==> src/core/femc_pkg.sv <==
package femc_pkg;

  // Register bus geometry
  localparam int ADDR_W = 6;
  localparam int DATA_W = 16;

  // Relative addresses
  localparam logic [5:0] ADDR_ANA_FIRST = 6'h08;
  localparam logic [5:0] ADDR_ANA_EXT   = 6'h18;
  localparam logic [5:0] ADDR_ANA_LAST  = 6'h1f;
  localparam logic [5:0] ADDR_CRYO      = 6'h20;
  localparam logic [5:0] ADDR_DMON      = 6'h21;
  localparam logic [5:0] ADDR_CAL       = 6'h22;
  localparam logic [5:0] ADDR_IDWORD    = 6'h23;
  localparam logic [5:0] ADDR_SERIAL    = 6'h24;

  // Cryogenic state codes
  localparam logic [2:0] CRYO_RESET  = 3'h0;
  localparam logic [2:0] CRYO_COOL   = 3'h7;
  localparam logic [2:0] CRYO_STRESS = 3'h4;
  localparam logic [2:0] CRYO_OFF    = 3'h5;
  localparam logic [2:0] CRYO_HEAT   = 3'h2;
  localparam logic [2:0] CRYO_PUMP   = 3'h6;

  // Calibrator command bits
  localparam int CAL_W       = 8;
  localparam int CAL_LO_MOD  = 0;
  localparam int CAL_LO_CONT = 1;
  localparam int CAL_HI_MOD  = 2;
  localparam int CAL_HI_CONT = 3;
  localparam logic [7:0] CAL_RESET = 8'h00;

  // Digital monitor word field positions
  localparam int DMON_CRYO_LSB = 0;
  localparam int DMON_SRC_BIT  = 3;
  localparam int DMON_PUMP_BIT = 4;
  localparam int DMON_VALV_BIT = 5;

  // Identity word field positions
  localparam int ID_BAND_LSB = 0;
  localparam int ID_MOD_LSB  = 4;
  localparam int ID_SER_LSB  = 6;

  // Serial number strap width
  localparam int SN_W = 8;

  // Front-end monitor lines, sampled as one bundle
  typedef struct packed {
    logic [2:0] cryo_state_monitor;
    logic       control_source_in;
    logic       pump_request_in;
    logic       valve_position_in;
    logic [3:0] band_id_bits;
    logic [5:0] fe_serial_bits;
    logic [1:0] fe_mod_level_bits;
    logic       id_parity;
    logic       cal_mod_signal;
  } femc_mon_t;

  // Analog multiplexer selection
  typedef struct packed {
    logic [3:0] int_chan;
    logic       ext_path;
    logic [2:0] ext_chan;
  } femc_ana_sel_t;

endpackage : femc_pkg

==> src/core/femc_frontend_monitor_control.sv <==
// Local design decisions: the address map and the strobed register port.
`timescale 1ns/100ps
// Notes on behaviour
// - Commands arrive from host pair; monitor data returns on the receive pair.
// - Handshake and decode address; only own locations acknowledge.
// - Serial number location returns strap-wired module serial number.
// - Cryo state latch reads back exactly the last written value.
// - Calibrator command latched and readable at its own location.
// - Latched cryo state drives three control outputs.
// - Three cryo state monitor inputs are sampled for host verification.
// - Front-end status inputs captured in readable digital monitor latch.
// - Valve input low reads closed, high reads open.
// - Pump request input low reads off, high reads requested.
// - Control source input low reads manual, high reads computer.
// - Band, serial and modification lines form one 12-bit identity value.
// - Identity latch returns band bits, parity and hard-wired type bits.
// - Calibrator command decoded into low and high drive enables.
// - Modulated modes AND the selected drive with the modulation input.
// - Analog address selects one of 16 inputs onto the output.
// - Three select outputs route one of 8 external analog inputs.
// - Power-up clears all command latches: cryo state 000 (CRYO_RESET), calibrators off.
// - Cryo codes: 111 cool, 100 stress, 101 off, 010 heat, 110 pump.
// - Calibrator codes 0,2,1,8,4 accepted and read back.
// - Monitor word: cryo bits 0-2, source 3, pump 4, valve 5.
// - Identity word: band 0-3, modification 4-5, serial 6-11.
module femc_frontend_monitor_control
  import femc_pkg::*;
#(
  parameter logic [2:0] ID_TYPE_CODE = 3'h5  // Arbitrary module-type marker
)
(
  // Clock and reset
  input  wire logic                core_clk,
  input  wire logic                rst_n,
  // Register port from the interface board
  input  wire logic [ADDR_W-1:0]   reg_addr,
  input  wire logic [DATA_W-1:0]   reg_wdata,
  input  wire logic                reg_wr,
  input  wire logic                reg_rd,
  output logic      [DATA_W-1:0]   reg_rdata,
  output logic                     reg_ack,
  // Identity read handshake from the interface board
  input  wire logic                id_read_req,
  output logic      [7:0]          id_read_data,
  output logic                     id_read_ack,
  // Backplane serial number straps
  input  wire logic [SN_W-1:0]     sn_strap,
  // Front-end monitor lines
  input  wire femc_mon_t           fe_mon_in,
  // Front-end control outputs
  output logic      [2:0]          cryo_state_bits,
  output logic                     low_cal_drive,
  output logic                     high_cal_drive,
  // Analog multiplexer selection
  output logic      [3:0]          ana_mux_sel,
  output logic                     ana_ext_path,
  output logic      [2:0]          ext_mux_select
);

  femc_mon_t           mon_meta_reg;
  femc_mon_t           mon_sync_reg;
  logic [SN_W-1:0]     sn_meta_reg;
  logic [SN_W-1:0]     sn_sync_reg;
  logic [SN_W-1:0]     sn_reg;
  logic [1:0]          sn_wait_reg;
  logic [2:0]          cryo_reg;
  logic [CAL_W-1:0]    cal_reg;
  logic [5:0]          dmon_reg;
  logic [11:0]         idword_reg;
  femc_ana_sel_t       ana_sel_reg;
  femc_ana_sel_t       ana_sel_next;
  logic [DATA_W-1:0]   rdata_reg;
  logic [DATA_W-1:0]   rdata_next;
  logic                ack_reg;
  logic                ack_next;
  logic [7:0]          idrd_reg;
  logic                idack_reg;
  logic                low_drv_reg;
  logic                high_drv_reg;
  logic                hit_own;
  logic                hit_ana;
  logic [5:0]          ana_offset;

  // Two-stage synchroniser for every front-end line; the first stage feeds nothing else
  always_ff @(posedge core_clk or negedge rst_n)
  begin
    if (!rst_n)
    begin
      mon_meta_reg <= '0;
      mon_sync_reg <= '0;
    end
    else
    begin
      mon_meta_reg <= fe_mon_in;
      mon_sync_reg <= mon_meta_reg;
    end
  end

  // Straps are static but still cross in through two stages
  always_ff @(posedge core_clk or negedge rst_n)
  begin
    if (!rst_n)
    begin
      sn_meta_reg <= '0;
      sn_sync_reg <= '0;
    end
    else
    begin
      sn_meta_reg <= sn_strap;
      sn_sync_reg <= sn_meta_reg;
    end
  end

  // Serial number caught once the synchroniser has filled after reset release
  always_ff @(posedge core_clk or negedge rst_n)
  begin
    if (!rst_n)
    begin
      sn_wait_reg <= 2'h0;
      sn_reg      <= '0;
    end
    else if (sn_wait_reg != 2'h3)
    begin
      sn_wait_reg <= sn_wait_reg + 2'h1;
      if (sn_wait_reg == 2'h2)
      begin
        sn_reg <= sn_sync_reg;
      end
    end
  end

  // Address decode
  always_comb
  begin
    hit_ana = (reg_addr >= ADDR_ANA_FIRST) && (reg_addr <= ADDR_ANA_LAST);
    hit_own = hit_ana ||
              (reg_addr == ADDR_CRYO)   ||
              (reg_addr == ADDR_DMON)   ||
              (reg_addr == ADDR_CAL)    ||
              (reg_addr == ADDR_IDWORD) ||
              (reg_addr == ADDR_SERIAL);
    ana_offset = reg_addr - ADDR_ANA_FIRST;
  end

  // Cryogenic state command latch; reset value gives the start-up state
  always_ff @(posedge core_clk or negedge rst_n)
  begin
    if (!rst_n)
    begin
      cryo_reg <= CRYO_RESET;
    end
    else if (reg_wr && (reg_addr == ADDR_CRYO))
    begin
      cryo_reg <= reg_wdata[2:0];
    end
  end

  // Calibrator command latch; all codes stored verbatim for readback
  always_ff @(posedge core_clk or negedge rst_n)
  begin
    if (!rst_n)
    begin
      cal_reg <= CAL_RESET;
    end
    else if (reg_wr && (reg_addr == ADDR_CAL))
    begin
      cal_reg <= reg_wdata[CAL_W-1:0];
    end
  end

  // Digital monitor latch: 0 = closed/off/manual, 1 = open/requested/computer
  always_ff @(posedge core_clk or negedge rst_n)
  begin
    if (!rst_n)
    begin
      dmon_reg <= '0;
    end
    else
    begin
      dmon_reg[DMON_CRYO_LSB +: 3] <= mon_sync_reg.cryo_state_monitor;
      dmon_reg[DMON_SRC_BIT]       <= mon_sync_reg.control_source_in;
      dmon_reg[DMON_PUMP_BIT]      <= mon_sync_reg.pump_request_in;
      dmon_reg[DMON_VALV_BIT]      <= mon_sync_reg.valve_position_in;
    end
  end

  // Identity word assembled from the twelve identity lines
  always_ff @(posedge core_clk or negedge rst_n)
  begin
    if (!rst_n)
    begin
      idword_reg <= '0;
    end
    else
    begin
      idword_reg[ID_BAND_LSB +: 4] <= mon_sync_reg.band_id_bits;
      idword_reg[ID_MOD_LSB +: 2]  <= mon_sync_reg.fe_mod_level_bits;
      idword_reg[ID_SER_LSB +: 6]  <= mon_sync_reg.fe_serial_bits;
    end
  end

  // Identity read latch; parity is passed through as supplied by the front end
  always_ff @(posedge core_clk or negedge rst_n)
  begin
    if (!rst_n)
    begin
      idrd_reg  <= '0;
      idack_reg <= 1'b0;
    end
    else
    begin
      idack_reg <= id_read_req;
      if (id_read_req)
      begin
        idrd_reg <= {ID_TYPE_CODE, mon_sync_reg.id_parity,
                     mon_sync_reg.band_id_bits};
      end
    end
  end

  // Calibrator drive decode; modulation is AND-gated only in modulated modes
  always_ff @(posedge core_clk or negedge rst_n)
  begin
    if (!rst_n)
    begin
      low_drv_reg  <= 1'b0;
      high_drv_reg <= 1'b0;
    end
    else
    begin
      low_drv_reg  <= cal_reg[CAL_LO_CONT] |
                      (cal_reg[CAL_LO_MOD] & mon_sync_reg.cal_mod_signal);
      high_drv_reg <= cal_reg[CAL_HI_CONT] |
                      (cal_reg[CAL_HI_MOD] & mon_sync_reg.cal_mod_signal);
    end
  end

  // Analog selection follows the last analog access and holds until the next
  always_comb
  begin
    ana_sel_next = ana_sel_reg;
    if ((reg_rd || reg_wr) && hit_ana)
    begin
      if (reg_addr >= ADDR_ANA_EXT)
      begin
        ana_sel_next.ext_path = 1'b1;
        ana_sel_next.ext_chan = reg_addr[2:0];
      end
      else
      begin
        ana_sel_next.ext_path = 1'b0;
        ana_sel_next.int_chan = ana_offset[3:0];
      end
    end
  end

  always_ff @(posedge core_clk or negedge rst_n)
  begin
    if (!rst_n)
    begin
      ana_sel_reg <= '0;
    end
    else
    begin
      ana_sel_reg <= ana_sel_next;
    end
  end

  // Read multiplexer; analog locations return zero since conversion is off-block
  always_comb
  begin
    rdata_next = '0;
    ack_next   = (reg_rd || reg_wr) && hit_own;
    if (reg_rd)
    begin
      unique case (reg_addr)
        ADDR_CRYO:   rdata_next[2:0]       = cryo_reg;
        ADDR_DMON:   rdata_next[5:0]       = dmon_reg;
        ADDR_CAL:    rdata_next[CAL_W-1:0] = cal_reg;
        ADDR_IDWORD: rdata_next[11:0]      = idword_reg;
        ADDR_SERIAL: rdata_next[SN_W-1:0]  = sn_reg;
        default:     rdata_next            = '0;
      endcase
    end
  end

  // Read data stands only in the cycle after the strobe
  always_ff @(posedge core_clk or negedge rst_n)
  begin
    if (!rst_n)
    begin
      rdata_reg <= '0;
      ack_reg   <= 1'b0;
    end
    else
    begin
      rdata_reg <= rdata_next;
      ack_reg   <= ack_next;
    end
  end

  assign reg_rdata       = rdata_reg;
  assign reg_ack         = ack_reg;
  assign id_read_data    = idrd_reg;
  assign id_read_ack     = idack_reg;
  assign cryo_state_bits = cryo_reg;
  assign low_cal_drive   = low_drv_reg;
  assign high_cal_drive  = high_drv_reg;
  assign ana_mux_sel     = ana_sel_reg.int_chan;
  assign ana_ext_path    = ana_sel_reg.ext_path;
  assign ext_mux_select  = ana_sel_reg.ext_chan;

endmodule : femc_frontend_monitor_control

==> config.mk <==
export PLATFORM = sky130hd
export DESIGN_NAME = femc_frontend_monitor_control
export DESIGN_NICKNAME = d
export VERILOG_FILES = /design/src/core/femc_pkg.sv /design/src/core/femc_frontend_monitor_control.sv
export SDC_FILE = /design/constraint.sdc
export NUM_CORES = 1
export LEC_CHECK = 0
export ABC_CLOCK_PERIOD_IN_PS = 1600
export BUFFER_PORTS_ARGS = -buffer_cell sky130_fd_sc_hd__buf_2
export CORE_AREA = 2 2 102 104
export DETAILED_ROUTE_END_ITERATION = 8
export DIE_AREA = 0 0 104 106
export PLACE_DENSITY_LB_ADDON = 0.08
export SYNTH_ARGS = -nofsm -noshare
export SYNTH_HDL_FRONTEND = slang
export SYNTH_SLANG_ARGS = --single-unit
==> constraint.sdc <==
create_clock -name core_clk -period 1.6 [get_ports core_clk]
set_input_delay 0.08 -clock core_clk [delete_from_list [all_inputs] [get_ports core_clk]]
set_output_delay 0.08 -clock core_clk [all_outputs]
set_load 0.03 [all_outputs]
After elaboration in Yosys (flattened, before gate mapping). Cells that the tools add are included.

Bits in registers: 125. Input bits: 55. Logic and storage cells: 72.

Add/subtract/negate cells: 2. $lt $le $gt $ge: 3. Equality and inequality tests: 7. Mux-type cells: 6. Bitwise operators: 5. Reductions and logical operators: 14.

Operators by type and width (count): 6-bit == test (second input constant) (5); 3-bit one-hot mux with 5 select lines (1); 12-bit two-way mux (1); 3-bit one-hot mux with 4 select lines (1); 6-bit by 4-bit greater-or-equal comparator with 1-bit output (second input constant) (1); 6-bit by 5-bit greater-or-equal comparator with 1-bit output (second input constant) (1); 6-bit by 5-bit less-or-equal comparator with 1-bit output (second input constant) (1); 1-bit logical OR (6); 2-bit one-hot mux with 3 select lines (1); 2-bit AND reduction (3); 1-bit logical AND (5); 4-bit two-way mux (1); 4-bit subtractor (second input constant) (1); 2-bit by 1-bit adder with 2-bit output (second input constant) (1); 1-bit bitwise AND (2); 2-bit == test (second input constant) (1); 2-bit != test (second input constant) (1); 1-bit bitwise OR (2); 1-bit two-way mux (1); 1-bit NOT (1).

Logic depth before layout (Yosys ltp). Gate-level depths: netlist of run 1.

Word-level depth: 8. Gate-level depth with buffers: 6. Gate-level depth less buffers: 3.

Worst setup path before layout of run 1. No wires, ideal clock.

Path type: reg2reg. Start: register sn_wait_reg[0]. End: register sn_reg[0]. Library setup time: 125 ps. Data arrival time: 1199 ps. Slack: 276 ps. Stages on the path, launching flop included: 5. Clock period less this slack: 1324 ps. Cells stage by stage: dfrtp_1 > inv_1 > ha_1 > clkbuf_1 > mux2_2.

Longest elaborated chain between the ends: 2.

Ends and longest elaborated chain: start: declaration (line femc_frontend_monitor_control.sv:65) `logic [1:0] sn_wait_reg;`; start signal: assignment (line femc_frontend_monitor_control.sv:124) `sn_wait_reg <= sn_wait_reg + 2'h1;`; 2-bit != test / 2-bit == test (equally long branches) (line femc_frontend_monitor_control.sv:122, femc_frontend_monitor_control.sv:125); 2-bit AND reduction (no source line) *; end signal: assignment (line femc_frontend_monitor_control.sv:127) `sn_reg <= sn_sync_reg;`; end: declaration (line femc_frontend_monitor_control.sv:64) `logic [SN_W-1:0] sn_reg;`.

Every way passes the cells marked *; elsewhere a longest branch is shown, timed or not. A chain may end at the register's enable or synchronous reset.

Worst setup path in the final report of run 1.
Start: input reg_addr[4]. End: register ack_reg (netlist: reg_ack).

Longest elaborated chain between the ends: 8.

Ends and longest elaborated chain: start: declaration (line femc_frontend_monitor_control.sv:36) `input wire logic [ADDR_W-1:0] reg_addr,`; 6-bit by 4-bit greater-or-equal comparator with 1-bit output / 6-bit by 5-bit less-or-equal comparator with 1-bit output (equally long branches) (line femc_frontend_monitor_control.sv:135) `hit_ana = (reg_addr >= ADDR_ANA_FIRST) && (reg_addr <= ADDR_ANA_LAST);`; 1-bit logical AND (line femc_frontend_monitor_control.sv:135); 1-bit logical OR (line femc_frontend_monitor_control.sv:136) `hit_own = hit_ana ||`; 1-bit logical OR (line femc_frontend_monitor_control.sv:137) `(reg_addr == ADDR_CRYO) ||`; 1-bit logical OR (line femc_frontend_monitor_control.sv:138) `(reg_addr == ADDR_DMON) ||`; 1-bit logical OR (line femc_frontend_monitor_control.sv:139) `(reg_addr == ADDR_CAL) ||`; 1-bit logical OR * (line femc_frontend_monitor_control.sv:140) `(reg_addr == ADDR_IDWORD) ||`; 1-bit logical AND * (line femc_frontend_monitor_control.sv:273) `ack_next = (reg_rd || reg_wr) && hit_own;`; named net ack_next (line femc_frontend_monitor_control.sv:75) `logic ack_next;`; end signal: assignment (line femc_frontend_monitor_control.sv:298) `ack_reg <= ack_next;`; end: declaration (line femc_frontend_monitor_control.sv:74) `logic ack_reg;`.

Mark *: on every way through the listed nets, which the timed path passes. The rest lies on a longest branch.

==> impl_metrics.py, run 1 <==
metrics = {
    "flow_run": {
        "max_cap_violations": 0,
    },
    "critical_path": {
        "end_kind": "register",
        "critPathMaxStageDelay_ns": 0.56,
        "cp_cell_sequence": "dlygate4sd3_1 > buf_2 > nor3b_1 > buf_4 > nand2_1 > a21oi_1 > dlygate4sd3_1",
        "cp_max_fo": 12,
        "cp.required_ns": 2.05,
        "crit_top_cell": "dlygate4sd3_1",
        "crit_arrival_ns": 1.95,
        "slowest_stage": "dlygate4sd3_1",
        "rrSetupSlack_ns": 0.26,
        "critPathKind": "in -> reg",
        "critPathLaunchType": "input pin",
    },
    "clock_network": {
        "cts_buffers": 17,
        "clk_latency_ns": 0.51,
        "htreeDepth": 4,
        "cts_tree": "built",
        "root_buffer": "clkbuf_8",
        "cts_buffer_depth": 2,
        "cts_sinks": 125,
        "clk_pin_slew_worst_paths_ns": 0.06,
        "post_cts_buffers": 0,
    },
    "yosys": {
        "syn_area_mm2": 0.00416,
        "yosysWarningCount": 0,
        "synth_commonest_cells": "125 x dfrtp_1, 38 x mux2_2, 26 x nand3_1, 7 x buf_4",
        "synth_edf_count": 0,
        "synth.top_cell.area_share_pct": 75.3,
        "ys_types": 33,
        "synthArstFlopShare_pct": 100,
        "synth_most_common_cell": "dfrtp_1",
        "postSynthAreaPerCell_um2": 16.2,
        "ys.flop_type": "dfrtp_1",
        "synthTopCellsByArea": "dfrtp_1 75%, mux2_2 10%, nand3_1 3.1%, buf_4 1.3%, and4_1 0.84%",
        "ys_ff_latch": 125,
        "syn-instance-count": 256,
        "yosys.area.top_type": "dfrtp_1",
        "seq_area_frac_synth_pct": 75.3,
    },
    "timing": {
        "slew_headroom_pct": 55.3,
        "hold_viol": 0,
        "grt_setup_unrepaired": "no",
        "min_period_over_period_pct": 94.2,
        "min_period_ns": 1.51,
        "setup_tns_ns": 0,
        "clock_skew_ns": 0.00528,
        "fmax_mhz": 664,
        "max_slew.worst_pin.slew_ns": 0.668,
        "finalSetupViolations": 0,
        "maxSlewViolCount": 0,
    },
    "detailed_routing": {
        "firstDrtPassIters": 5,
        "routed.top_layer": "met4",
        "drt_wl_total_mm": 7.42,
        "via_per_inst": 4.53,
        "drc_errors": 0,
        "wl_met2_mm": 3.58,
        "drt-wirelength-per-cell_um": 13.6,
        "wl_met3_um": 372,
        "antenna_left": 0,
        "drt-initial-drc-count": 98,
        "vias": 2462,
        "wl_met1_mm": 3.37,
    },
    "power_and_ir_drop": {
        "internal_power_mw": 6.25,
        "ir_drop_uv": 824,
        "switching_share_pct": 22.7,
        "finalPower_mw": 8.09,
        "leakagePower_nw": 2.70,
        "combPwrFrac_pct": 8.5,
        "p_switching_mw": 1.84,
        "clock_power_share_pct": 48.9,
        "power.density_mw_per_mm2": 1400,
        "pwr-share-seq_pct": 42.7,
    },
    "placed_design": {
        "io_buffers": 80,
        "place_congestion": 0.733,
        "dp_hpwl_mm": 4.74,
    },
    "grt": {
        "grt_usage_pct": 14.9,
        "first_global_vias": 2512,
        "antenna_found_initial": 0,
        "grt_remaining_overflow": 0,
        "grt_pass1_wl_mm": 12.2,
        "grt_max_degree": 49,
    },
    "die": {
        "die_h_um": 106,
        "die_w_um": 104,
        "initial_core_util_pct": 41.6,
        "num_rows": 37,
        "coreArea_mm2": 0.0100,
        "die_area_mm2": 0.0110,
        "ios": 94,
    },
    "outcome": {
        "status": "completed",
    },
    "cells_and_area": {
        "finalNetCount": 452,
        "drive_above_1_share_pct": 39.7,
        "antenna_cells": 0,
        "syn2layout_area_growth_pct": 39.4,
    },
    "worst_hold_path": {
        "hp-class": "in -> reg",
    },
}
[stage by stage]
stage	setup WS, ns	hold WS [ns]	util [%]	area (um^2)	instances
CTS	0.133	0.00917	57.9	5790	544
floorplan	0.276	-0.216	-	4170	260
global placement	0.179	-0.0235	47.1	4710	466
finish	0.0930	0.0203	57.9	5790	544
global route	0.0350	0.0279	57.9	5790	544
detailed placement	0.167	-0.0231	47.1	4710	466
[layer usage]
metal | GRT usage [%] | vias up
li1 | - | 1158
met1 | 18.9 | 1222
met2 | 22.9 | 72
met3 | 5.03 | 10
met4 | 7.53 | 0
met5 | 0 | -
[final timing paths]
| path | cells after the start | to | start |
|---|---|---|---|
| hold / removal | 3 | reg_rdata[6]$_DFF_PN0_ | reg_addr[1] |
| hold reg to reg | 0 | sn_sync_reg[6]$_DFF_PN0_ | sn_meta_reg[6]$_DFF_PN0_ |
| max in group asynchronous | 3 | sn_sync_reg[1]$_DFF_PN0_ | rst_n |
| min in group asynchronous | 3 | cryo_state_bits[2]$_DFFE_PN0P_ | rst_n |
| setup / recovery | 7 | reg_ack$_DFF_PN0_ | reg_addr[4] |
| setup reg to reg | 3 | sn_reg[0]$_DFFE_PN0P_ | sn_wait_reg[0]$_DFFE_PN0P_ |
[critical path, delay by kind of cell]
kind / cells / cell delay (ns)
buffers and inverters: 4 / 1.47
AND/OR/NAND/NOR: 2 / 0.27
AO/OA/AOI/OAI: 1 / 0.13
[layout make-up]
| class | instances | area (um^2) |
|---|---|---|
| clock buffer | 19 | 432 |
| inverter | 2 | 7.51 |
| sequential | 125 | 3130 |
| fill | 827 | 4210 |
| timing repair buffer | 132 | 933 |
| tap | 136 | 170 |
| clock inverter | 13 | 190 |
| multi-input combinational | 117 | 930 |
[cell usage in the layout (no fill, tap or decap), types with 3 or more instances in the layout]
master	n
and4_1	4
buf_4	5
clkbuf_16	16
nand2_1	3
a21oi_1	3
a41oi_1	3
nand3_1	26
conb_1	5
dlygate4sd3_1	46
mux2_2	38
o21ai_0	5
a31oi_1	3
dfrtp_1	125
buf_2	79
bufinv_16	4
nor2_1	5
clkinv_4	5
[timing repair]
| action | in CTS | in global routing |
|---|---|---|
| hold buffers | 46 | 0 |
| hold endpoints to repair | 188 | 0 |
| gates resized for setup | 0 | 0 |
[power by group through the flow]
| stage | clock network [mW] | registers, mW | logic, mW |
|---|---|---|---|
| detailed placement | 0 | 3.51 | 0.606 |
| CTS | 4.03 | 3.45 | 0.695 |
| global placement | 0 | 3.50 | 0.601 |
| floorplan | 0 | 3.64 | 0.208 |
| finish | 3.95 | 3.45 | 0.684 |
| global route | 4.20 | 3.47 | 0.743 |
[cells by family (layout without fill, tap and decap cells)]
kind of cell / after synthesis / after routing / share of synthesized area (%)
buffers and inverters: 18 / 166 / 2.71
muxes: 38 / 38 / 10.3
other: 1 / 5 / 0.0902
AOI/OAI and AO/OA: 20 / 20 / 3.19
DFF: 125 / 125 / 75.3
adders and majority gates: 2 / 2 / 0.602
and+or+nand+nor: 50 / 50 / 7.41
xor gates and xnor gates: 2 / 2 / 0.422
(Power assumes the default switching activity.)
==> run 2: changes to the inputs <==
CORE_AREA = 2 2 87 122   (was 2 2 102 104)
CTS_BUF_LIST = sky130_fd_sc_hd__clkbuf_16   (was unset)
DIE_AREA = 0 0 89 124   (was 0 0 104 106)
==> run 2 against run 1 <==
  * Via count shrank 1.5%
  * First-iteration DRC count grew 4.1%
  * Clock skew increased by 0.00081 ns
  * Worst hold slack gained 0.0055 ns
  * Global-route usage fell by 0.12 points
  * Sequential share of layout area up 0.95 points
  * Combinational power down 1%
  * Utilization is 0.43 points lower
  * Power fell by 4.5%
  * Clock-buffer cell count decreased by 2
  * Largest power group unchanged
  * Highest routed layer unchanged
==> impl_metrics.py, run 2 (synthesis gave the netlist of run 1 again) <==
metrics = {
    "outcome": {
        "status": "completed",
    },
    "detailed_routing": {
        "drt-wirelength-per-cell_um": 13.6,
        "drc_errors": 0,
        "vias": 2424,
        "drt_wl_total_mm": 7.32,
        "antenna_left": 0,
        "via_per_inst": 4.51,
        "drt-initial-drc-count": 102,
        "firstDrtPassIters": 6,
    },
    "timing": {
        "hold_viol": 0,
        "maxSlewViolCount": 0,
        "fmax_mhz": 723,
        "finalSetupViolations": 0,
        "slew_headroom_pct": 65.3,
        "grt_setup_unrepaired": "no",
        "clock_skew_ns": 0.00609,
        "min_period_ns": 1.38,
        "max_slew.worst_pin.slew_ns": 0.521,
        "min_period_over_period_pct": 86.4,
        "setup_tns_ns": 0,
    },
    "clock_network": {
        "cts_buffer_depth": 2,
        "cts_tree": "built",
        "cts_sinks": 125,
        "clk_pin_slew_worst_paths_ns": 0.05,
        "post_cts_buffers": 0,
        "root_buffer": "clkbuf_16",
        "ctsResizeCount": 0,
        "cts_buffers": 17,
        "htreeDepth": 4,
        "clk_latency_ns": 0.40,
    },
    "critical_path": {
        "cp.required_ns": 1.88,
        "worstReg2RegEnd": "sn_reg[0]$_DFFE_PN0P_",
        "cp_max_fo": 8,
        "end_kind": "register",
        "worstReg2RegStart": "sn_wait_reg[0]$_DFFE_PN0P_",
        "critPathKind": "in -> reg",
        "rrSetupSlack_ns": 0.25,
        "crit_arrival_ns": 1.66,
        "critPathLaunchType": "input pin",
        "ff2ff_path_depth": 3,
    },
    "worst_hold_path": {
        "whs_path_depth": 2,
        "min_to": "ana_mux_sel[3]$_DFFE_PN0P_",
        "hp-start": "reg_addr[4]",
        "hp-class": "in -> reg",
    },
    "grt": {
        "grt_max_degree": 37,
        "grt_usage_pct": 14.8,
        "first_global_vias": 2409,
        "grt_remaining_overflow": 0,
        "antenna_found_initial": 0,
        "grt_pass1_wl_mm": 11.7,
    },
    "power_and_ir_drop": {
        "finalPower_mw": 7.73,
        "ir_drop_uv": 788,
        "leakagePower_nw": 2.67,
        "power.density_mw_per_mm2": 1360,
    },
    "placed_design": {
        "io_buffers": 80,
        "place_area_mm2": 0.00473,
        "dp.cells": 466,
        "dp_hpwl_mm": 4.91,
        "place_congestion": 0.714,
    },
    "cells_and_area": {
        "syn2layout_area_growth_pct": 36.9,
        "instances_no_fill": 537,
        "finish.instance_area_mm2": 0.00569,
        "layout_common_cells": "125 x dfrtp_1, 79 x buf_2, 40 x dlygate4sd3_1",
        "finalNetCount": 447,
        "final_common_cell": "dfrtp_1",
        "utilization_pct": 57.5,
        "antenna_cells": 0,
        "drive_above_1_share_pct": 38.6,
        "num-fill-cells": 862,
    },
    "die": {
        "coreArea_mm2": 0.00990,
        "die_w_um": 89,
        "initial_core_util_pct": 42.0,
        "die_area_mm2": 0.0110,
        "die_h_um": 124,
        "num_rows": 43,
        "ios": 94,
    },
    "flow_run": {
        "max_cap_violations": 0,
    },
}
==> run 2: cell count changes in the layout (fill, tap and decap cells not counted), moves of 2 or more <==
| cell | before | now |
|---|---|---|
| clkbuf_8 | 2 | 0 |
| dlygate4sd3_1 | 46 | 40 |
| clkinv_4 | 5 | 0 |
| clkinv_1 | 0 | 4 |
| inv_1 | 2 | 6 |
==> run 2: worst max-delay path by stage <==
| stage | from | end | slack [ns] |
|---|---|---|---|
| detailed placement | reg_addr[4] | cal_reg[0]$_DFFE_PN0P_ | 0.16 |
| global route | reg_addr[5] | cal_reg[5]$_DFFE_PN0P_ | 0.09 |
| global placement | reg_addr[4] | cal_reg[5]$_DFFE_PN0P_ | 0.17 |
| finish | reg_addr[5] | cal_reg[1]$_DFFE_PN0P_ | 0.22 |
| CTS | reg_addr[5] | cal_reg[0]$_DFFE_PN0P_ | 0.19 |
| floorplan | sn_wait_reg[0]$_DFFE_PN0P_ | sn_reg[0]$_DFFE_PN0P_ | 0.28 |
==> run 2: cell type report <==
class	count	area, um^2	area share [%]
Sequential cell	125	3130	55.0
Inverter	2	7.51	0.132
Tap cell	135	169	2.97
Clock inverter	14	138	2.42
Timing Repair Buffer	127	893	15.7
Clock buffer	17	425	7.48
Multi-Input combinational cell	117	930	16.3
==> run 2: through the flow <==
step | worst slack [ns] | hold slack, ns
after detailed placement | 0.162 | 0.0936
after global placement | 0.166 | 0.0952
after CTS | 0.185 | 0.00291
after floorplan | 0.276 | -0.216
final | 0.217 | 0.0258
after global routing | 0.0920 | 0.0178
==> run 2: what timing repair did <==
action,in CTS,in global routing
hold buffers,40,0
setup endpoints to repair,0,0
endpoints found under the hold margin,75,0
==> run 2: critical path, cell delays in order <==
cell and delay (ns):
dlygate4sd3_1 0.52, buf_2 0.12, nor4b_4 0.22, nand4b_2 0.34, mux2_2 0.38
==> run 2: power by group <==
part	switching [mW]	total [mW]	internal, mW
Sequential	0.0780	3.45	3.37
Clock	1.22	3.60	2.38
Combinational	0.384	0.677	0.293
==> run 2: routing by layer <==
layer / global-route usage [%] / up-vias / part of all wire, %
li1: - / 1148 / -
met1: 18.4 / 1198 / 43
met2: 21.9 / 74 / 51
met3: 6.23 / 4 / 5.2
met4: 7.46 / 0 / 1.1
met5: 0 / - / 0
==> run 3: changes to the inputs <==
CTS_BUF_LIST = unset   (was sky130_fd_sc_hd__clkbuf_16)
==> run 3 against run 2 <==
  * Flip-flop and latch count unchanged
  * Sequential share of layout area fell by 0.38 points
  * Cell area up 0.70%
  * Combinational power hardly changed
  * Clock power is 6.1% higher
  * Highest routed layer unchanged
  * Largest power group unchanged
==> impl_metrics.py, run 3 (synthesis gave the netlist of run 1 again) <==
metrics = {
    "die": {
        "num_rows": 43,
        "initial_core_util_pct": 42.0,
        "die_area_mm2": 0.0110,
        "ios": 94,
        "die_h_um": 124,
        "coreArea_mm2": 0.00990,
        "die_w_um": 89,
    },
    "clock_network": {
        "ctsResizeCount": 0,
        "cts_buffers": 17,
        "clk_latency_ns": 0.40,
        "cts_tree": "built",
        "clk_pin_slew_worst_paths_ns": 0.05,
        "htreeDepth": 4,
        "post_cts_buffers": 0,
        "cts_buffer_depth": 2,
        "cts_sinks": 125,
        "root_buffer": "clkbuf_16",
    },
    "grt": {
        "grt_remaining_overflow": 0,
        "grt_max_degree": 37,
        "antenna_found_initial": 0,
        "grt_usage_pct": 14.8,
        "first_global_vias": 2413,
        "grt_pass1_wl_mm": 11.7,
    },
    "timing": {
        "setup_ws_ns": 0.212,
        "max_slew.worst_pin.slew_ns": 0.518,
        "slew_headroom_pct": 65.5,
        "fmax_mhz": 721,
        "hold_viol": 0,
        "min_period_ns": 1.39,
        "maxSlewViolCount": 0,
        "setup_tns_ns": 0,
        "min_period_over_period_pct": 86.7,
        "grt_setup_unrepaired": "no",
        "clock_skew_ns": 0.00784,
        "finalSetupViolations": 0,
    },
    "flow_run": {
        "max_cap_violations": 0,
    },
    "critical_path": {
        "crit_buf_inv": 2,
        "cp_cell_sequence": "dlygate4sd3_1 > buf_2 > nor4b_4 > nand4b_2 > mux2_2",
        "rrSetupSlack_ns": 0.25,
        "crit_family": "buffers and inverters",
        "critPathLaunchType": "input pin",
        "crit_arrival_ns": 1.66,
        "slowest_stage": "dlygate4sd3_1",
        "critPathMaxStageDelay_ns": 0.52,
        "end_kind": "register",
        "cp_max_fo": 8,
        "critPathKind": "in -> reg",
        "cp.required_ns": 1.88,
    },
    "cells_and_area": {
        "num-fill-cells": 858,
        "final_common_cell": "dfrtp_1",
        "finish.instance_area_mm2": 0.00573,
        "utilization_pct": 57.9,
        "layout_common_cells": "125 x dfrtp_1, 79 x buf_2, 40 x dlygate4sd3_1",
        "drive_above_1_share_pct": 39.6,
        "antenna_cells": 0,
        "syn2layout_area_growth_pct": 37.9,
        "finalNetCount": 447,
    },
    "detailed_routing": {
        "firstDrtPassIters": 6,
        "drc_errors": 0,
        "drt-wirelength-per-cell_um": 13.7,
        "antenna_left": 0,
        "via_per_inst": 4.50,
        "drt-initial-drc-count": 87,
        "vias": 2419,
        "drt_wl_total_mm": 7.35,
    },
    "worst_hold_path": {
        "hp-class": "in -> reg",
    },
    "power_and_ir_drop": {
        "finalPower_mw": 7.95,
        "power.density_mw_per_mm2": 1390,
        "leakagePower_nw": 2.68,
        "ir_drop_uv": 786,
    },
    "placed_design": {
        "place_area_mm2": 0.00473,
        "dp_hpwl_mm": 4.91,
        "post-place-ws_ns": 0.162,
        "io_buffers": 80,
        "place_congestion": 0.714,
    },
    "outcome": {
        "status": "completed",
    },
}
[run 3: cell count changes in the layout (fill, tap and decap cells not counted)]
cell      delta
clkbuf_1     +4
clkbuf_8     +4
clkinv_1     -4
inv_1        -4
[run 3: through the flow]
stage	hold WS [ns]	instances
finish	0.0260	537
CTS	0.00347	537
global placement	0.0952	466
global route	0.0181	537
detailed placement	0.0936	466
floorplan	-0.216	260
[run 3: path summary, 6_finish.rpt]
check	start	to	cells after the start
min in group asynchronous	rst_n	sn_reg[5]$_DFFE_PN0P_	2
worst max-delay path	reg_addr[5]	cal_reg[1]$_DFFE_PN0P_	5
worst min register to register	mon_sync_reg[17]$_DFF_PN0_	dmon_reg[0]$_DFF_PN0_	0
worst max register to register	sn_wait_reg[0]$_DFFE_PN0P_	sn_reg[0]$_DFFE_PN0P_	3
worst min-delay path	reg_addr[4]	ana_mux_sel[3]$_DFFE_PN0P_	2
max in group asynchronous	rst_n	idword_reg[5]$_DFF_PN0_	3
[run 3: worst reg2reg max path, cell delays in order, from the launching register on]
cell	delay, ns
dfrtp_1	0.40
inv_1	0.07
ha_1	0.37
mux2_2	0.39
[run 3: area by class of cell]
| type | instances | area [um^2] | area share (%) |
|---|---|---|---|
| clock inverter | 6 | 108 | 1.88 |
| inverter | 2 | 7.51 | 0.131 |
| timing repair buffer | 127 | 893 | 15.6 |
| tap | 135 | 169 | 2.95 |
| sequential | 125 | 3130 | 54.6 |
| clock buffer | 25 | 495 | 8.65 |
| multi-input combinational | 117 | 930 | 16.2 |
[run 3: timing repair]
item,4_1_cts,5_1_grt
hold buffers,40,0
setup endpoints to repair,0,0
endpoints found under the hold margin,75,0
[run 3: routing by layer]
layer / wire length (um) / global-route usage (%) / vias to the layer above
li1: - / - / 1147
met1: 3150 / 18.3 / 1195
met2: 3760 / 22.0 / 73
met3: 360 / 6.23 / 4
met4: 81 / 7.46 / 0
met5: 0 / 0 / -
[run 3: where the power goes]
part	leakage [nW]	internal (mW)	switching, mW
registers	1.50	3.37	0.0780
clock network	0.293	2.60	1.22
logic	0.887	0.293	0.384
